`src/include/irxc_pkg.sv`:
```
// irxc_pkg: offsets, field layout and reset values for the receive
// context interrupt event/enable block.
// assumes an apb slave with 32-bit data and byte addresses.
`default_nettype none
package irxc_pkg;
  // number of receive contexts
  localparam int unsigned NUM_CTX = 4;
  // register byte offsets
  localparam logic [7:0] OFF_EVENT_SET = 8'ha0;
  localparam logic [7:0] OFF_EVENT_CLEAR = 8'ha4;
  localparam logic [7:0] OFF_ENABLE_SET = 8'ha8;
  localparam logic [7:0] OFF_ENABLE_CLEAR = 8'hac;
  // block-local control/status word
  localparam logic [7:0] OFF_CTRL = 8'hb0;
  // flag and enable field
  localparam int unsigned FLAG_LSB = 0;
  localparam int unsigned FLAG_MSB = 3;
  // control word: global gate bit
  localparam int unsigned GATE_BIT = 31;
  // reset values
  localparam logic [3:0] FLAGS_RST = 4'h0;
  localparam logic [3:0] ENABLE_RST = 4'h0;
  localparam logic GATE_RST = 1'b0;
  // apb answers in one access cycle
  localparam int unsigned WAIT_CYCLES = 0;
endpackage
`default_nettype wire

```
`src/logic/irxc_edge.sv`:
```
// irxc_edge: per-context rising edge detector for the internal
// completion interrupt lines.
// assumes the lines are synchronous to core_clk.
`timescale 1ns/10ps
`default_nettype none
module irxc_edge #(
  parameter int unsigned WIDTH = 4
) (
  input wire logic core_clk,
  input wire logic nrst,
  input wire logic [WIDTH-1:0] level,
  output logic [WIDTH-1:0] rise
);
  // state: last sampled level
  typedef struct packed {
    logic [WIDTH-1:0] last;
  } irxc_edge_state_t;

  irxc_edge_state_t state;
  irxc_edge_state_t next_state;

  // rise only on a low to high step, so a held line counts once
  assign rise = level & ~state.last;

  // next state
  always_comb begin
    next_state = state;
    next_state.last = level;
  end

  // registers
  always_ff @(posedge core_clk or negedge nrst) begin
    if (!nrst) begin
      state <= '0;
    end else begin
      state <= next_state;
    end
  end
endmodule
`default_nettype wire

```
`src/logic/irxc_regs.sv`:
```
// irxc_regs: sticky event flags and enables of four receive
// contexts, apb register slave, summary and external interrupt.
// assumes apb master with 32-bit data; completion pulses arrive
// synchronous to core_clk from the receive dma engines.
`timescale 1ns/10ps
`default_nettype none
module irxc_regs #(
  parameter int unsigned NCTX = irxc_pkg::NUM_CTX
) (
  input wire logic core_clk,
  input wire logic nrst,
  // apb slave
  input wire logic psel,
  input wire logic penable,
  input wire logic pwrite,
  input wire logic [7:0] paddr,
  input wire logic [31:0] pwdata,
  output logic [31:0] prdata,
  output logic pready,
  output logic pslverr,
  // completion of a receive command, qualified by its interrupt bits
  input wire logic [NCTX-1:0] cmd_done,
  input wire logic [NCTX-1:0] cmd_int_bits,
  // interrupt outputs
  output logic rx_summary_interrupt,
  output logic irq
);
  // all state of this module
  typedef struct packed {
    logic [NCTX-1:0] rx_context_event_flags; // sticky flags
    logic [NCTX-1:0] rx_context_enable_bits; // per-context enables
    logic global_interrupt_gate; // gate for external irq
    logic [31:0] rdata; // registered read data
    logic ready; // access phase answer
    logic slverr; // unmapped address
    logic summary; // registered summary
    logic irq; // registered external irq
  } irxc_state_t;

  irxc_state_t state;
  irxc_state_t next_state;

  // internal interrupt line per context
  logic [NCTX-1:0] ctx_int_line;
  // asserting edge of each line
  logic [NCTX-1:0] ctx_int_rise;

  // a completion only counts with its interrupt bits set
  assign ctx_int_line = cmd_done & cmd_int_bits;

  // edge detector so a held line sets the flag once
  irxc_edge #(
    .WIDTH(NCTX)
  ) u_edge (
    .core_clk(core_clk),
    .nrst(nrst),
    .level(ctx_int_line),
    .rise(ctx_int_rise)
  );

  // zero-extend a context field into a bus word
  function automatic logic [31:0] widen(input logic [NCTX-1:0] v);
    logic [31:0] w;
    w = '0;
    w[NCTX-1:0] = v;
    return w;
  endfunction

  // mapped address check
  function automatic logic is_mapped(input logic [7:0] a);
    return (a == irxc_pkg::OFF_EVENT_SET) ||
      (a == irxc_pkg::OFF_EVENT_CLEAR) ||
      (a == irxc_pkg::OFF_ENABLE_SET) ||
      (a == irxc_pkg::OFF_ENABLE_CLEAR) ||
      (a == irxc_pkg::OFF_CTRL);
  endfunction

  // apb handshake qualifiers
  logic setup_ph;
  logic wr_acc;
  logic [NCTX-1:0] wmask;
  logic [NCTX-1:0] pend;

  assign setup_ph = psel && !penable;
  // write takes effect at the completing access edge
  assign wr_acc = psel && penable && state.ready && pwrite;
  assign wmask = pwdata[NCTX-1:0];
  // pending = raised and enabled; read path and summary share it
  assign pend = state.rx_context_event_flags &
    state.rx_context_enable_bits;

  // next state: flags, enables, bus answer, interrupts
  always_comb begin
    next_state = state;
    next_state.ready = 1'b0;
    next_state.slverr = 1'b0;
    // clear first, then set, so a same-cycle event wins
    if (wr_acc && paddr == irxc_pkg::OFF_EVENT_CLEAR) begin
      next_state.rx_context_event_flags =
        state.rx_context_event_flags & ~wmask;
    end
    if (wr_acc && paddr == irxc_pkg::OFF_EVENT_SET) begin
      next_state.rx_context_event_flags =
        next_state.rx_context_event_flags | wmask;
    end
    // hardware edges or-ed in last: no write can hide them
    next_state.rx_context_event_flags =
      next_state.rx_context_event_flags | ctx_int_rise;
    // enables: ones act, zeros leave alone
    if (wr_acc && paddr == irxc_pkg::OFF_ENABLE_SET) begin
      next_state.rx_context_enable_bits =
        state.rx_context_enable_bits | wmask;
    end
    if (wr_acc && paddr == irxc_pkg::OFF_ENABLE_CLEAR) begin
      next_state.rx_context_enable_bits =
        state.rx_context_enable_bits & ~wmask;
    end
    if (wr_acc && paddr == irxc_pkg::OFF_CTRL) begin
      next_state.global_interrupt_gate = pwdata[irxc_pkg::GATE_BIT];
    end
    // setup cycle prepares the answer for the access cycle
    if (setup_ph) begin
      next_state.ready = 1'b1;
      next_state.slverr = !is_mapped(paddr);
      next_state.rdata = '0;
      if (!pwrite) begin
        unique case (paddr)
          irxc_pkg::OFF_EVENT_SET: begin
            next_state.rdata =
              widen(state.rx_context_event_flags);
          end
          irxc_pkg::OFF_EVENT_CLEAR: begin
            next_state.rdata = widen(pend);
          end
          irxc_pkg::OFF_ENABLE_SET,
          irxc_pkg::OFF_ENABLE_CLEAR: begin
            next_state.rdata =
              widen(state.rx_context_enable_bits);
          end
          irxc_pkg::OFF_CTRL: begin
            next_state.rdata[irxc_pkg::GATE_BIT] =
              state.global_interrupt_gate;
          end
          default: begin
            // unmapped: zero data with error
            next_state.rdata = '0;
          end
        endcase
      end
    end
    // summary names the cause, gate blocks the pin
    next_state.summary = |pend;
    next_state.irq = (|pend) && state.global_interrupt_gate;
  end

  // registers; enables reset to zero so upper bits stay zero
  always_ff @(posedge core_clk or negedge nrst) begin
    if (!nrst) begin
      state.rx_context_event_flags <= irxc_pkg::FLAGS_RST;
      state.rx_context_enable_bits <= irxc_pkg::ENABLE_RST;
      state.global_interrupt_gate <= irxc_pkg::GATE_RST;
      state.rdata <= '0;
      state.ready <= 1'b0;
      state.slverr <= 1'b0;
      state.summary <= 1'b0;
      state.irq <= 1'b0;
    end else begin
      state <= next_state;
    end
  end

  // outputs straight from flip-flops
  // irq lags a gate write by one cycle, just like the summary
  assign prdata = state.rdata;
  assign pready = state.ready;
  assign pslverr = state.slverr;
  assign rx_summary_interrupt = state.summary;
  assign irq = state.irq;

  // ---- assertions ----
  // they only watch signals; nothing here drives logic
  property p_edge_sets;
    @(posedge core_clk) disable iff (!nrst)
      ctx_int_rise[0] |=> state.rx_context_event_flags[0];
  endproperty
  a_edge_sets: assert property (p_edge_sets)
    else $error("edge did not set flag");

  property p_done_needs_bits;
    @(posedge core_clk) disable iff (!nrst)
      (cmd_done[1] && !cmd_int_bits[1] && !$past(ctx_int_line[1])
       && !state.rx_context_event_flags[1] && !wr_acc)
      |=> !state.rx_context_event_flags[1];
  endproperty
  a_done_needs_bits: assert property (p_done_needs_bits)
    else $error("flag set without interrupt bits");

  property p_set_write;
    @(posedge core_clk) disable iff (!nrst)
      (wr_acc && paddr == irxc_pkg::OFF_EVENT_SET && pwdata[2])
      |=> state.rx_context_event_flags[2];
  endproperty
  a_set_write: assert property (p_set_write)
    else $error("set write failed");

  property p_only_clear;
    @(posedge core_clk) disable iff (!nrst)
      (state.rx_context_event_flags[0] &&
       !(wr_acc && paddr == irxc_pkg::OFF_EVENT_CLEAR && pwdata[0]))
      |=> state.rx_context_event_flags[0];
  endproperty
  a_only_clear: assert property (p_only_clear)
    else $error("flag lost without clear");

  property p_clear_read;
    @(posedge core_clk) disable iff (!nrst)
      (setup_ph && !pwrite && paddr == irxc_pkg::OFF_EVENT_CLEAR)
      |=> prdata == widen($past(pend));
  endproperty
  a_clear_read: assert property (p_clear_read)
    else $error("clear address read wrong");

  property p_raw_read;
    @(posedge core_clk) disable iff (!nrst)
      (setup_ph && !pwrite && paddr == irxc_pkg::OFF_EVENT_SET)
      |=> prdata == widen($past(state.rx_context_event_flags));
  endproperty
  a_raw_read: assert property (p_raw_read)
    else $error("set address read wrong");

  property p_enable_clear;
    @(posedge core_clk) disable iff (!nrst)
      (wr_acc && paddr == irxc_pkg::OFF_ENABLE_CLEAR && pwdata[3])
      |=> !state.rx_context_enable_bits[3];
  endproperty
  a_enable_clear: assert property (p_enable_clear)
    else $error("enable clear failed");

  property p_summary;
    @(posedge core_clk) disable iff (!nrst)
      (|pend) |=> rx_summary_interrupt;
  endproperty
  a_summary: assert property (p_summary)
    else $error("summary missing");

  property p_gate;
    @(posedge core_clk) disable iff (!nrst)
      !$past(state.global_interrupt_gate) |-> !irq;
  endproperty
  a_gate: assert property (p_gate)
    else $error("irq while gate clear");

  property p_reserved_zero;
    @(posedge core_clk) disable iff (!nrst)
      (setup_ph && !pwrite && paddr != irxc_pkg::OFF_CTRL)
      |=> prdata[31:NCTX] == '0;
  endproperty
  a_reserved_zero: assert property (p_reserved_zero)
    else $error("reserved bits nonzero");

  property p_edge_sets_top;
    @(posedge core_clk) disable iff (!nrst)
      ctx_int_rise[3] |=> state.rx_context_event_flags[3];
  endproperty
  a_edge_sets_top: assert property (p_edge_sets_top)
    else $error("edge did not set top flag");

  // a line held high must not raise a cleared flag again
  property p_held_once;
    @(posedge core_clk) disable iff (!nrst)
      ($past(nrst) && $past(ctx_int_line[2]) && ctx_int_line[2]
       && !state.rx_context_event_flags[2]
       && !(wr_acc && paddr == irxc_pkg::OFF_EVENT_SET && pwdata[2]))
      |=> !state.rx_context_event_flags[2];
  endproperty
  a_held_once: assert property (p_held_once)
    else $error("held line set flag twice");

  property p_enable_set;
    @(posedge core_clk) disable iff (!nrst)
      (wr_acc && paddr == irxc_pkg::OFF_ENABLE_SET && pwdata[1])
      |=> state.rx_context_enable_bits[1];
  endproperty
  a_enable_set: assert property (p_enable_set)
    else $error("enable set failed");

  // zero bits in the write word leave their enable alone
  property p_enable_keep;
    @(posedge core_clk) disable iff (!nrst)
      (wr_acc && paddr == irxc_pkg::OFF_ENABLE_SET && !pwdata[0])
      |=> state.rx_context_enable_bits[0] ==
        $past(state.rx_context_enable_bits[0]);
  endproperty
  a_enable_keep: assert property (p_enable_keep)
    else $error("enable changed by zero bit");

  property p_enable_read;
    @(posedge core_clk) disable iff (!nrst)
      (setup_ph && !pwrite && (paddr == irxc_pkg::OFF_ENABLE_SET ||
       paddr == irxc_pkg::OFF_ENABLE_CLEAR))
      |=> prdata == widen($past(state.rx_context_enable_bits));
  endproperty
  a_enable_read: assert property (p_enable_read)
    else $error("enable read wrong");

  property p_summary_low;
    @(posedge core_clk) disable iff (!nrst)
      !(|pend) |=> !rx_summary_interrupt;
  endproperty
  a_summary_low: assert property (p_summary_low)
    else $error("summary without cause");

  property p_irq_on;
    @(posedge core_clk) disable iff (!nrst)
      ((|pend) && state.global_interrupt_gate) |=> irq;
  endproperty
  a_irq_on: assert property (p_irq_on)
    else $error("irq missing with gate open");

  // every setup is answered in the very next cycle
  property p_ready_next;
    @(posedge core_clk) disable iff (!nrst)
      setup_ph |=> pready;
  endproperty
  a_ready_next: assert property (p_ready_next)
    else $error("no answer after setup");
endmodule
`default_nettype wire

```
`config.mk`:
```
export PLATFORM = sky130hd
export DESIGN_NAME = irxc_regs
export DESIGN_NICKNAME = d
export VERILOG_FILES = /design/src/include/irxc_pkg.sv /design/src/logic/irxc_edge.sv /design/src/logic/irxc_regs.sv
export SDC_FILE = /design/constraint.sdc
export NUM_CORES = 1
export LEC_CHECK = 0
export ABC_CLOCK_PERIOD_IN_PS = 2300
export BUFFER_PORTS_ARGS = -buffer_cell sky130_fd_sc_hd__buf_2
export CORE_UTILIZATION = 44
export DETAILED_ROUTE_END_ITERATION = 8
export PLACE_DENSITY_LB_ADDON = 0.12
export SETUP_SLACK_MARGIN = 0.1
export SLEW_MARGIN = 20
export SYNTH_ARGS = -nofsm -noshare
export SYNTH_HDL_FRONTEND = slang
export SYNTH_SLANG_ARGS = --single-unit
```
`constraint.sdc`:
```
create_clock -name core_clk -period 2.3 [get_ports core_clk]
set_input_delay 0.345 -clock core_clk [delete_from_list [all_inputs] [get_ports core_clk]]
set_output_delay 0.345 -clock core_clk [all_outputs]
set_load 0.05 [all_outputs]
```
==> results of run 1 <==
-- per-stage QoR --
stage          utilization, %  cell area [sq um]  total power, uW  hold slack [ns]
3_3_place_gp             48.3               1330              573            0.339
2_1_floorplan               -               1390              572           0.0494
6_report                 50.0               1380              789            0.232
3_5_place_dp             48.3               1330              575            0.345
5_1_grt                  50.0               1380              820            0.231
4_1_cts                  50.0               1380              797            0.222
-- worst register-to-register path, cell delays in order (launching register included) --
cell and delay, ns:
dfrtp_1 0.39, nand4_1 0.32, o41ai_1 0.41, o221ai_1 0.19
-- kinds of logic after synthesis --
kind of cell / after synthesis / synth area share (%)
buffers and inverters: 50 / 24.1
other: 1 / 0.291
DFF: 22 / 42.8
muxes: 5 / 3.98
and+or+nand+nor: 37 / 17.0
AOI/OAI and AO/OA: 21 / 11.9
-- per-layer routing --
layer	part of all wire, %	GRT usage (%)	wire (um)
met5	0	0	0
met2	48	26.7	1160
met4	0.63	6.27	15
met3	4.4	2.09	106
met1	47	22.9	1120
-- cells in the mapped netlist, drive strengths merged (2+ instances only) --
cell    instances
mux2i           4
o221ai          3
nand2          14
o22ai           4
clkbuf          3
inv            13
o41ai           5
nand3b          4
nand3           2
a22oi           2
buf            34
o21ai           4
nor4            5
dfrtp          22
nand4           3
-- placed cells by master (no fill, tap or decap), types with 2 or more instances in the layout --
cell      netlist  layout
inv_1          13      13
o22ai_1         4       4
clkbuf_4        0       3
nand3b_1        4       4
buf_2           2      34
o21ai_1         4       4
nand2_1        14      14
nand3_1         2       2
nor4_1          4       4
dfrtp_1        22      22
a22oi_1         2       2
nand4_1         3       3
o41ai_1         5       5
o221ai_1        3       3
mux2i_1         4       4
conb_1          1      27
-- power groups by stage --
stage	combinational [uW]	clock, uW	sequential, uW
6_report	173	220	395
3_3_place_gp	170	0	403
2_1_floorplan	162	0	409
4_1_cts	173	228	396
5_1_grt	185	239	396
3_5_place_dp	172	0	403
-- what timing repair did --
action,CTS,global route
hold buffers,1,0
hold endpoints to repair,22,0
gates resized for setup,0,0
-- final timing paths --
kind	cells past startpoint	startpoint	endpoint
setup / recovery	3	pready	state[43]
hold / removal	3	cmd_int_bits[0]	u_edge.state[0]
setup reg to reg	3	pready	state[43]
hold reg to reg	1	u_edge.state[3]	state[44]
max in group asynchronous	2	nrst	state[42]
min in group asynchronous	2	nrst	prdata[2]
-- final cells by class --
| class | instances | area share [%] |
|---|---|---|
| Inverter | 13 | 3.54 |
| Clock buffer | 4 | 2.63 |
| Tap cell | 31 | 2.81 |
| Sequential cell | 22 | 39.9 |
| Timing Repair Buffer | 35 | 13.1 |
| Multi-Input combinational cell | 90 | 38.0 |
==> metrics, run 1 <==
status=completed; clock sink count=22; Ports=89; Comb pwr share=22.0%; total setup buffers inserted after CTS=0; Post-Syn Area=0.00129 sq mm; Core Footprint=0.00276 sq mm; Reg power frac=50.1%; Async SR Flop Fraction=100%; clk_lat worst skew=0.31 ns; Die ar.=0.00315 sq mm; Tmin final=1.44 ns; non-filler cells, final=195; Critical Path RT=2.48 ns; Ant. Diodes=0; Die Y=56.1 um; Max-cap violations=0; largest net degree at the start of global routing=23; pwr/cell area=572 mW/mm^2; initial antenna violation count=0; Worst VDD drop=358 uV; fin crit share=62.6%; antenna viol nets, final=0; Slowest-stage cell, CP=o41ai_1; Layout Skew=0.00309 ns; vias=965; clock network fraction of total power=27.9%; Area contributors post-synth=dfrtp_1, buf_4, nand2_1, inv_1, o41ai_1; crit-path leading delay family=compound AO/OA/AOI/OAI gates; Net Switching=271 uW; CP Class=reg -> reg; slew margin rel.=66.5%; Seq/Total Area, Yosys=42.8%; WL/cell=12.3 um; largest area contributor in the netlist=dfrtp_1; total gr overflow=0; Setup Viol. Count Final=0; Via density=4.95; placed cells=190; ys flop type=dfrtp_1; Slew Limit Fails=0; share of layout cells above drive strength 1=25.0%; CTS tree=done; post-DP HPWL=1800 um; layout net count=218; Post-Syn Instances=136; Max clock buf depth=2; Pre-antenna DRT Iters=4; Std-Cell Rows=19; EDFF count, synth=0; Routed Wire Length=2400 um; Initial DRC Count=18; Placer Congestion=0.786; Final Hold Fails=0; post-route setup slack=0.859 ns; first-pass GRT wire length=4120 um; Max H-tree Level=1; Residual DRC=0; area delta synth->final=7.09%; Avg Cell Area, Syn=9.47 sq um; Tot GR Track Use=16.6%; Hold Path Class=in -> reg; Clock Pin Slew Worst Setup and Hold Paths=0.13 ns; crit end category=flip-flop; crit-path max FO=8; synth unique cells=31; share of the synthesized area in the top cell type=42.8%; Sw Share=34.4%; Seq cells post-synth=22; number of global-route vias before repair=915; critical path's largest stage delay=0.41 ns; post-placement setup slack=0.555 ns; post-route setup TNS=0 ns; initial core utilization=46.7%; CP arrival=1.62 ns; filler cell count=265; die width=56.1 um; RSZ-0062 raised after global routing=false; Buf+Inv Stages, Crit Path=0; Leakage=0.000706 uW; port bufs=34; critical-path cell list=nand4_1 > o41ai_1 > o221ai_1; Internal=518 uW; footprint of the multi-input gates=524 sq um; flip-flop and latch area=551 sq um; root buf cell=clkbuf_4; Max Fclk=0.694 GHz; setup slack, reg-to-reg=0.86 ns; Worst Tran Pin Value=0.503 ns; Yosys warnings=0; nature of the critical path startpoint=flip-flop; TritonCTS Buffers=3
Power figures use the tool's default switching activity.
==> run 2, diff against run 1 <==
--- a/config.mk
+++ b/config.mk
@@ -5,9 +5,9 @@
 export SDC_FILE = /design/constraint.sdc
 export NUM_CORES = 1
 export LEC_CHECK = 0
-export ABC_CLOCK_PERIOD_IN_PS = 2300
+export ABC_CLOCK_PERIOD_IN_PS = 1190
 export BUFFER_PORTS_ARGS = -buffer_cell sky130_fd_sc_hd__buf_2
-export CORE_UTILIZATION = 44
+export CORE_UTILIZATION = 37
 export DETAILED_ROUTE_END_ITERATION = 8
 export PLACE_DENSITY_LB_ADDON = 0.12
 export SETUP_SLACK_MARGIN = 0.1
==> constraint.sdc (replaced) <==
create_clock -name core_clk -period 1.19 [get_ports core_clk]
set_input_delay 0.1785 -clock core_clk [delete_from_list [all_inputs] [get_ports core_clk]]
set_output_delay 0.1785 -clock core_clk [all_outputs]
set_load 0.05 [all_outputs]
==> run 2 against run 1 <==
Effect of this change: the run now ends with setup timing left; setup slack worse by 0.87 ns; first-iteration DRC count up 44%; sequential share of layout area down 6.8 points; final area up 21%; combinational power up 120%; die area up 18%; non-clock buffer count up 11; register-to-register slack worse by 0.87 ns; global-route usage down 0.90 points; critical path depth up 1.
==> metrics, run 2 (same netlist as run 1, synthesis figures left out) <==
crit end category=flip-flop; Ports=89; fin crit share=101%; Die ar.=0.00372 sq mm; CTS tree=done; clock sink count=22; RSZ-0062 raised after global routing=true; area delta synth->final=29.3%; Hold Path Class=in -> reg; crit-path max FO=8; Tmin final=1.20 ns; Max-cap violations=0; status=finished with violations; pwr/cell area=1030 mW/mm^2; footprint of the multi-input gates=637 sq um; Met2 Wirelength=1370 um; FF-to-FF path depth=4; Max H-tree Level=1; DR top layer=met4; initial antenna violation count=0; Slew Limit Fails=0; most common cell after layout, fill and taps aside=conb_1; critical hold path startpoint=cmd_int_bits[1]; post-DP HPWL=1940 um; Layout Skew=0.00572 ns; clock network fraction of total power=33.2%; initial core utilization=38.6%; CP Class=reg -> reg; Tot GR Track Use=15.7%; placed cells=213; Net Switching=539 uW; antenna viol nets, final=0; total gr overflow=0; Initial DRC Count=26; Worst VDD drop=826 uV; Ant. Diodes=0; WL met3=111 um; layout net count=229; post-placement setup slack=-0.251 ns; largest net degree at the start of global routing=23; Residual DRC=0; Pre-antenna DRT Iters=6; flip-flop and latch area=552 sq um; Die Y=61.0 um; CP arrival=1.44 ns; Core Footprint=0.00334 sq mm; TritonCTS Buffers=3; Reg-to-Reg Start=pready; Via density=4.52; non-filler cells, final=221; Hold Crit Depth=3; WL/cell=12.0 um; filler cell count=322; Max Fclk=0.834 GHz; Std-Cell Rows=21; Clock Pin Slew Worst Setup and Hold Paths=0.13 ns; Setup Viol. Count Final=2; Worst Hold End=u_edge.state[1]; Placer Congestion=0.781; Internal=1180 uW; Comb pwr share=22.2%; vias=999; Leakage=0.000862 uW; failing checks=setup timing; port bufs=34; number of global-route vias before repair=910; Final Hold Fails=0; root buf cell=clkbuf_4; Critical Path RT=1.43 ns; commonest cells after routing, fill and taps aside=conb_1, buf_2, dfrtp_1; share of layout cells above drive strength 1=35.4%; die width=61.0 um; setup slack, reg-to-reg=-0.009 ns; post-route setup slack=-0.00860 ns; M1 WL=1150 um; Reg power frac=44.6%; clk_lat worst skew=0.31 ns; Max clock buf depth=2; nature of the critical path startpoint=flip-flop; Routed Wire Length=2650 um; first-pass GRT wire length=4130 um; Sw Share=31.4%
==> run 2: cell count changes in the layout (fill, tap and decap cells not counted), sizes merged <==
cell,before,now
bufinv,0,1
buf,34,45
clkbuf,4,3
==> run 2: layout make-up <==
cell class	instances	share of cell area [%]
multi-input combinational	90	38.3
timing repair buffer	46	19.0
inverter	13	2.93
sequential	22	33.2
clock inverter	1	1.80
tap	46	3.46
clock buffer	3	1.35
==> run 2: metrics by stage <==
step | power [uW] | area [sq um] | utilization [%] | hold slack [ns] | TNS, ns
final | 1720 | 1660 | 49.9 | 0.0729 | -0.0143
after global routing | 1800 | 1660 | 49.9 | 0.0555 | -0.213
after CTS | 1730 | 1640 | 49.1 | 0.0600 | 0
after detailed placement | 1130 | 1420 | 42.6 | 0.167 | -2.58
after global placement | 1130 | 1420 | 42.6 | 0.167 | -2.28
after floorplan | 1110 | 1400 | - | -0.117 | -1.61
==> run 2: power groups by stage <==
stage | clock (uW) | combinational, uW | sequential [uW]
3_5_place_dp | 0 | 353 | 779
4_1_cts | 593 | 376 | 765
3_3_place_gp | 0 | 350 | 779
6_report | 570 | 380 | 765
2_1_floorplan | 0 | 317 | 792
5_1_grt | 625 | 407 | 767
==> run 2: metal layers <==
layer | global-route usage [%] | up-vias
li1 | - | 491
met1 | 18.5 | 465
met2 | 28.1 | 41
met3 | 3.84 | 2
met4 | 4.87 | 0
met5 | 0 | -
==> run 2: critical path, cell delays in order (launching register included) <==
cell,delay (ns)
dfrtp_2,0.39
nand4_1,0.10
buf_6,0.19
nor4_4,0.23
mux2i_1,0.22
==> run 2: repair_timing <==
action | 4_1_cts | 5_1_grt
setup endpoints to repair | 18 | 23
hold buffers | 1 | 0
resized for setup | 25 | 7
pin swaps | 3 | 3
endpoints found under the hold margin | 22 | 0
buffers inserted | 3 | 0
==> run 2: worst max-delay path by stage <==
stage / slack (ns) / cells past startpoint / to / start
after floorplan: -0.20 / 3 / flip-flop / pready
after global placement: -0.19 / 4 / state[41] / paddr[1]
after detailed placement: -0.25 / 4 / state[43] / paddr[1]
after CTS: 0.003 / 4 / state[41] / pready
after global routing: -0.05 / 4 / state[43] / pready
final: -0.009 / 4 / flip-flop / pready
==> run 3, diff against run 2 <==
==> constraint.sdc (replaced) <==
create_clock -name core_clk -period 1.19 [get_ports core_clk]
set_input_delay 0 -clock core_clk [delete_from_list [all_inputs] [get_ports core_clk]]
set_output_delay 0 -clock core_clk [all_outputs]
set_load 0.05 [all_outputs]
==> run 3 against run 2 <==
Effect of this change: critical path type unchanged; critical path depth did not move; largest power group unchanged; global-route usage grew 0.23 points; non-clock buffer count up 15; final area grew 5.3%; the flow still finishes with violations (setup timing); sequential power is essentially flat; register-to-register slack got worse by 0.03 ns; hold slack worse by 0.022 ns; combinational power grew 11%.
==> metrics, run 3 (same netlist as run 1, synthesis figures left out) <==
Residual DRC=0; Worst Tran Pin Value=0.502 ns; Max-cap violations=0; root buf cell=clkbuf_4; status=finished with violations; fin crit share=103%; WL/cell=11.6 um; antenna viol nets, final=0; port bufs=34; first-pass GRT wire length=4240 um; Ant. Diodes=0; initial antenna violation count=0; flip-flop and latch area=552 sq um; TritonCTS Buffers=3; filler cell count=336; Clock Pin Slew Worst Setup and Hold Paths=0.12 ns; Tot GR Track Use=15.9%; share of layout cells above drive strength 1=34.7%; Setup Viol. Count Final=1; total gr overflow=0; area delta synth->final=36.1%; pwr/cell area=908 mW/mm^2; non-filler cells, final=236; vias=1,047; Initial DRC Count=34; RSZ-0062 raised after global routing=true; CP Class=reg -> reg; Std-Cell Rows=21; Max H-tree Level=1; fin util=52.5%; Routed Wire Length=2740 um; commonest cells after routing, fill and taps aside=buf_2, conb_1, dfrtp_1; Pre-antenna DRT Iters=4; crit-path max FO=3; Die ar.=0.00372 sq mm; nature of the critical path startpoint=flip-flop; crit end category=flip-flop; Max clock buf depth=2; Ports=89; Via density=4.44; layout net count=244; Core Footprint=0.00334 sq mm; Placer Congestion=0.756; Tmin final=1.23 ns; Slowest-stage cell, CP=dfrtp_2; CP arrival=1.43 ns; CTS tree=done; Leakage=0.000908 uW; most common cell after layout, fill and taps aside=buf_2; post-DP HPWL=1900 um; Max Fclk=0.816 GHz; clk_lat worst skew=0.30 ns; die width=61.0 um; Die Y=61.0 um; slew margin rel.=66.5%; post-route setup TNS=-0.0357 ns; Worst VDD drop=620 uV; critical path's largest stage delay=0.42 ns; Layout Skew=0.000908 ns; Final Hold Fails=0; Slew Limit Fails=0; footprint of the multi-input gates=638 sq um; Hold Path Class=in -> reg; number of global-route vias before repair=943; largest net degree at the start of global routing=23; Critical Path RT=1.39 ns; placed cells=214; failing checks=setup timing; initial core utilization=38.6%; critical-path cell list=buf_4 > and4_4 > nand4_1 > mux2_2; clock sink count=22; post-route setup slack=-0.0357 ns
-- run 3: worst paths after layout --
path / startpoint / end / slack, ns / cells after the start
max reg2reg: pready / state[36] / -0.04 / 4
min in group asynchronous: nrst / prdata[1] / 0.18 / 2
max: pready / state[36] / -0.04 / 4
min reg2reg: u_edge.state[3] / state[44] / 0.46 / 1
min: pwrite / prdata[0] / 0.05 / 3
max in group asynchronous: nrst / pready / 0.64 / 2
-- run 3: cell type report --
type                    instances  share of cell area, %
multi-input cells              90                   36.4
repair buffers                 61                   23.9
flip-flops and latches         22                   31.5
inverters                      13                   2.79
well taps                      46                   3.29
clock buffers                   4                   2.07
-- run 3: worst max-delay path: cells and delay by family (launching register included) --
kind / cells / cell delay, ns
muxes: 1 / 0.33
DFF: 1 / 0.42
buffers and inverters: 1 / 0.13
and+or+nand+nor: 2 / 0.24
-- run 3: what timing repair did --
action | CTS | global route
hold endpoints to repair | 34 | 0
gates resized for setup | 15 | 5
hold buffers | 20 | 0
setup endpoints to repair | 9 | 18
pin swaps | 5 | 3
buffers inserted | 0 | 1
-- run 3: power breakdown --
part	switching [uW]	total, uW	internal, uW
Combinational	311	422	110
Sequential	4.80	765	760
Clock	217	404	187
Total	534	1590	1060
-- run 3: through the flow --
step	total power [uW]	hold slack (ns)	cell area, sq um	setup slack, ns
5_1_grt	1680	0.0379	1750	-0.0705
2_1_floorplan	1100	-0.296	1390	-0.200
3_3_place_gp	1130	0.00566	1420	-0.0295
3_5_place_dp	1130	0.00302	1420	-0.0525
6_report	1590	0.0513	1750	-0.0357
4_1_cts	1620	0.0353	1760	-0.0241
-- run 3: layer usage --
| metal | GRT usage [%] | share of wire (%) | vias up |
|---|---|---|---|
| met5 | 0 | 0 | - |
| met4 | 4.55 | 1.8 | 0 |
| met3 | 4.48 | 3.4 | 6 |
| met2 | 26.4 | 52 | 35 |
| met1 | 20.3 | 42 | 483 |
| li1 | - | - | 523 |
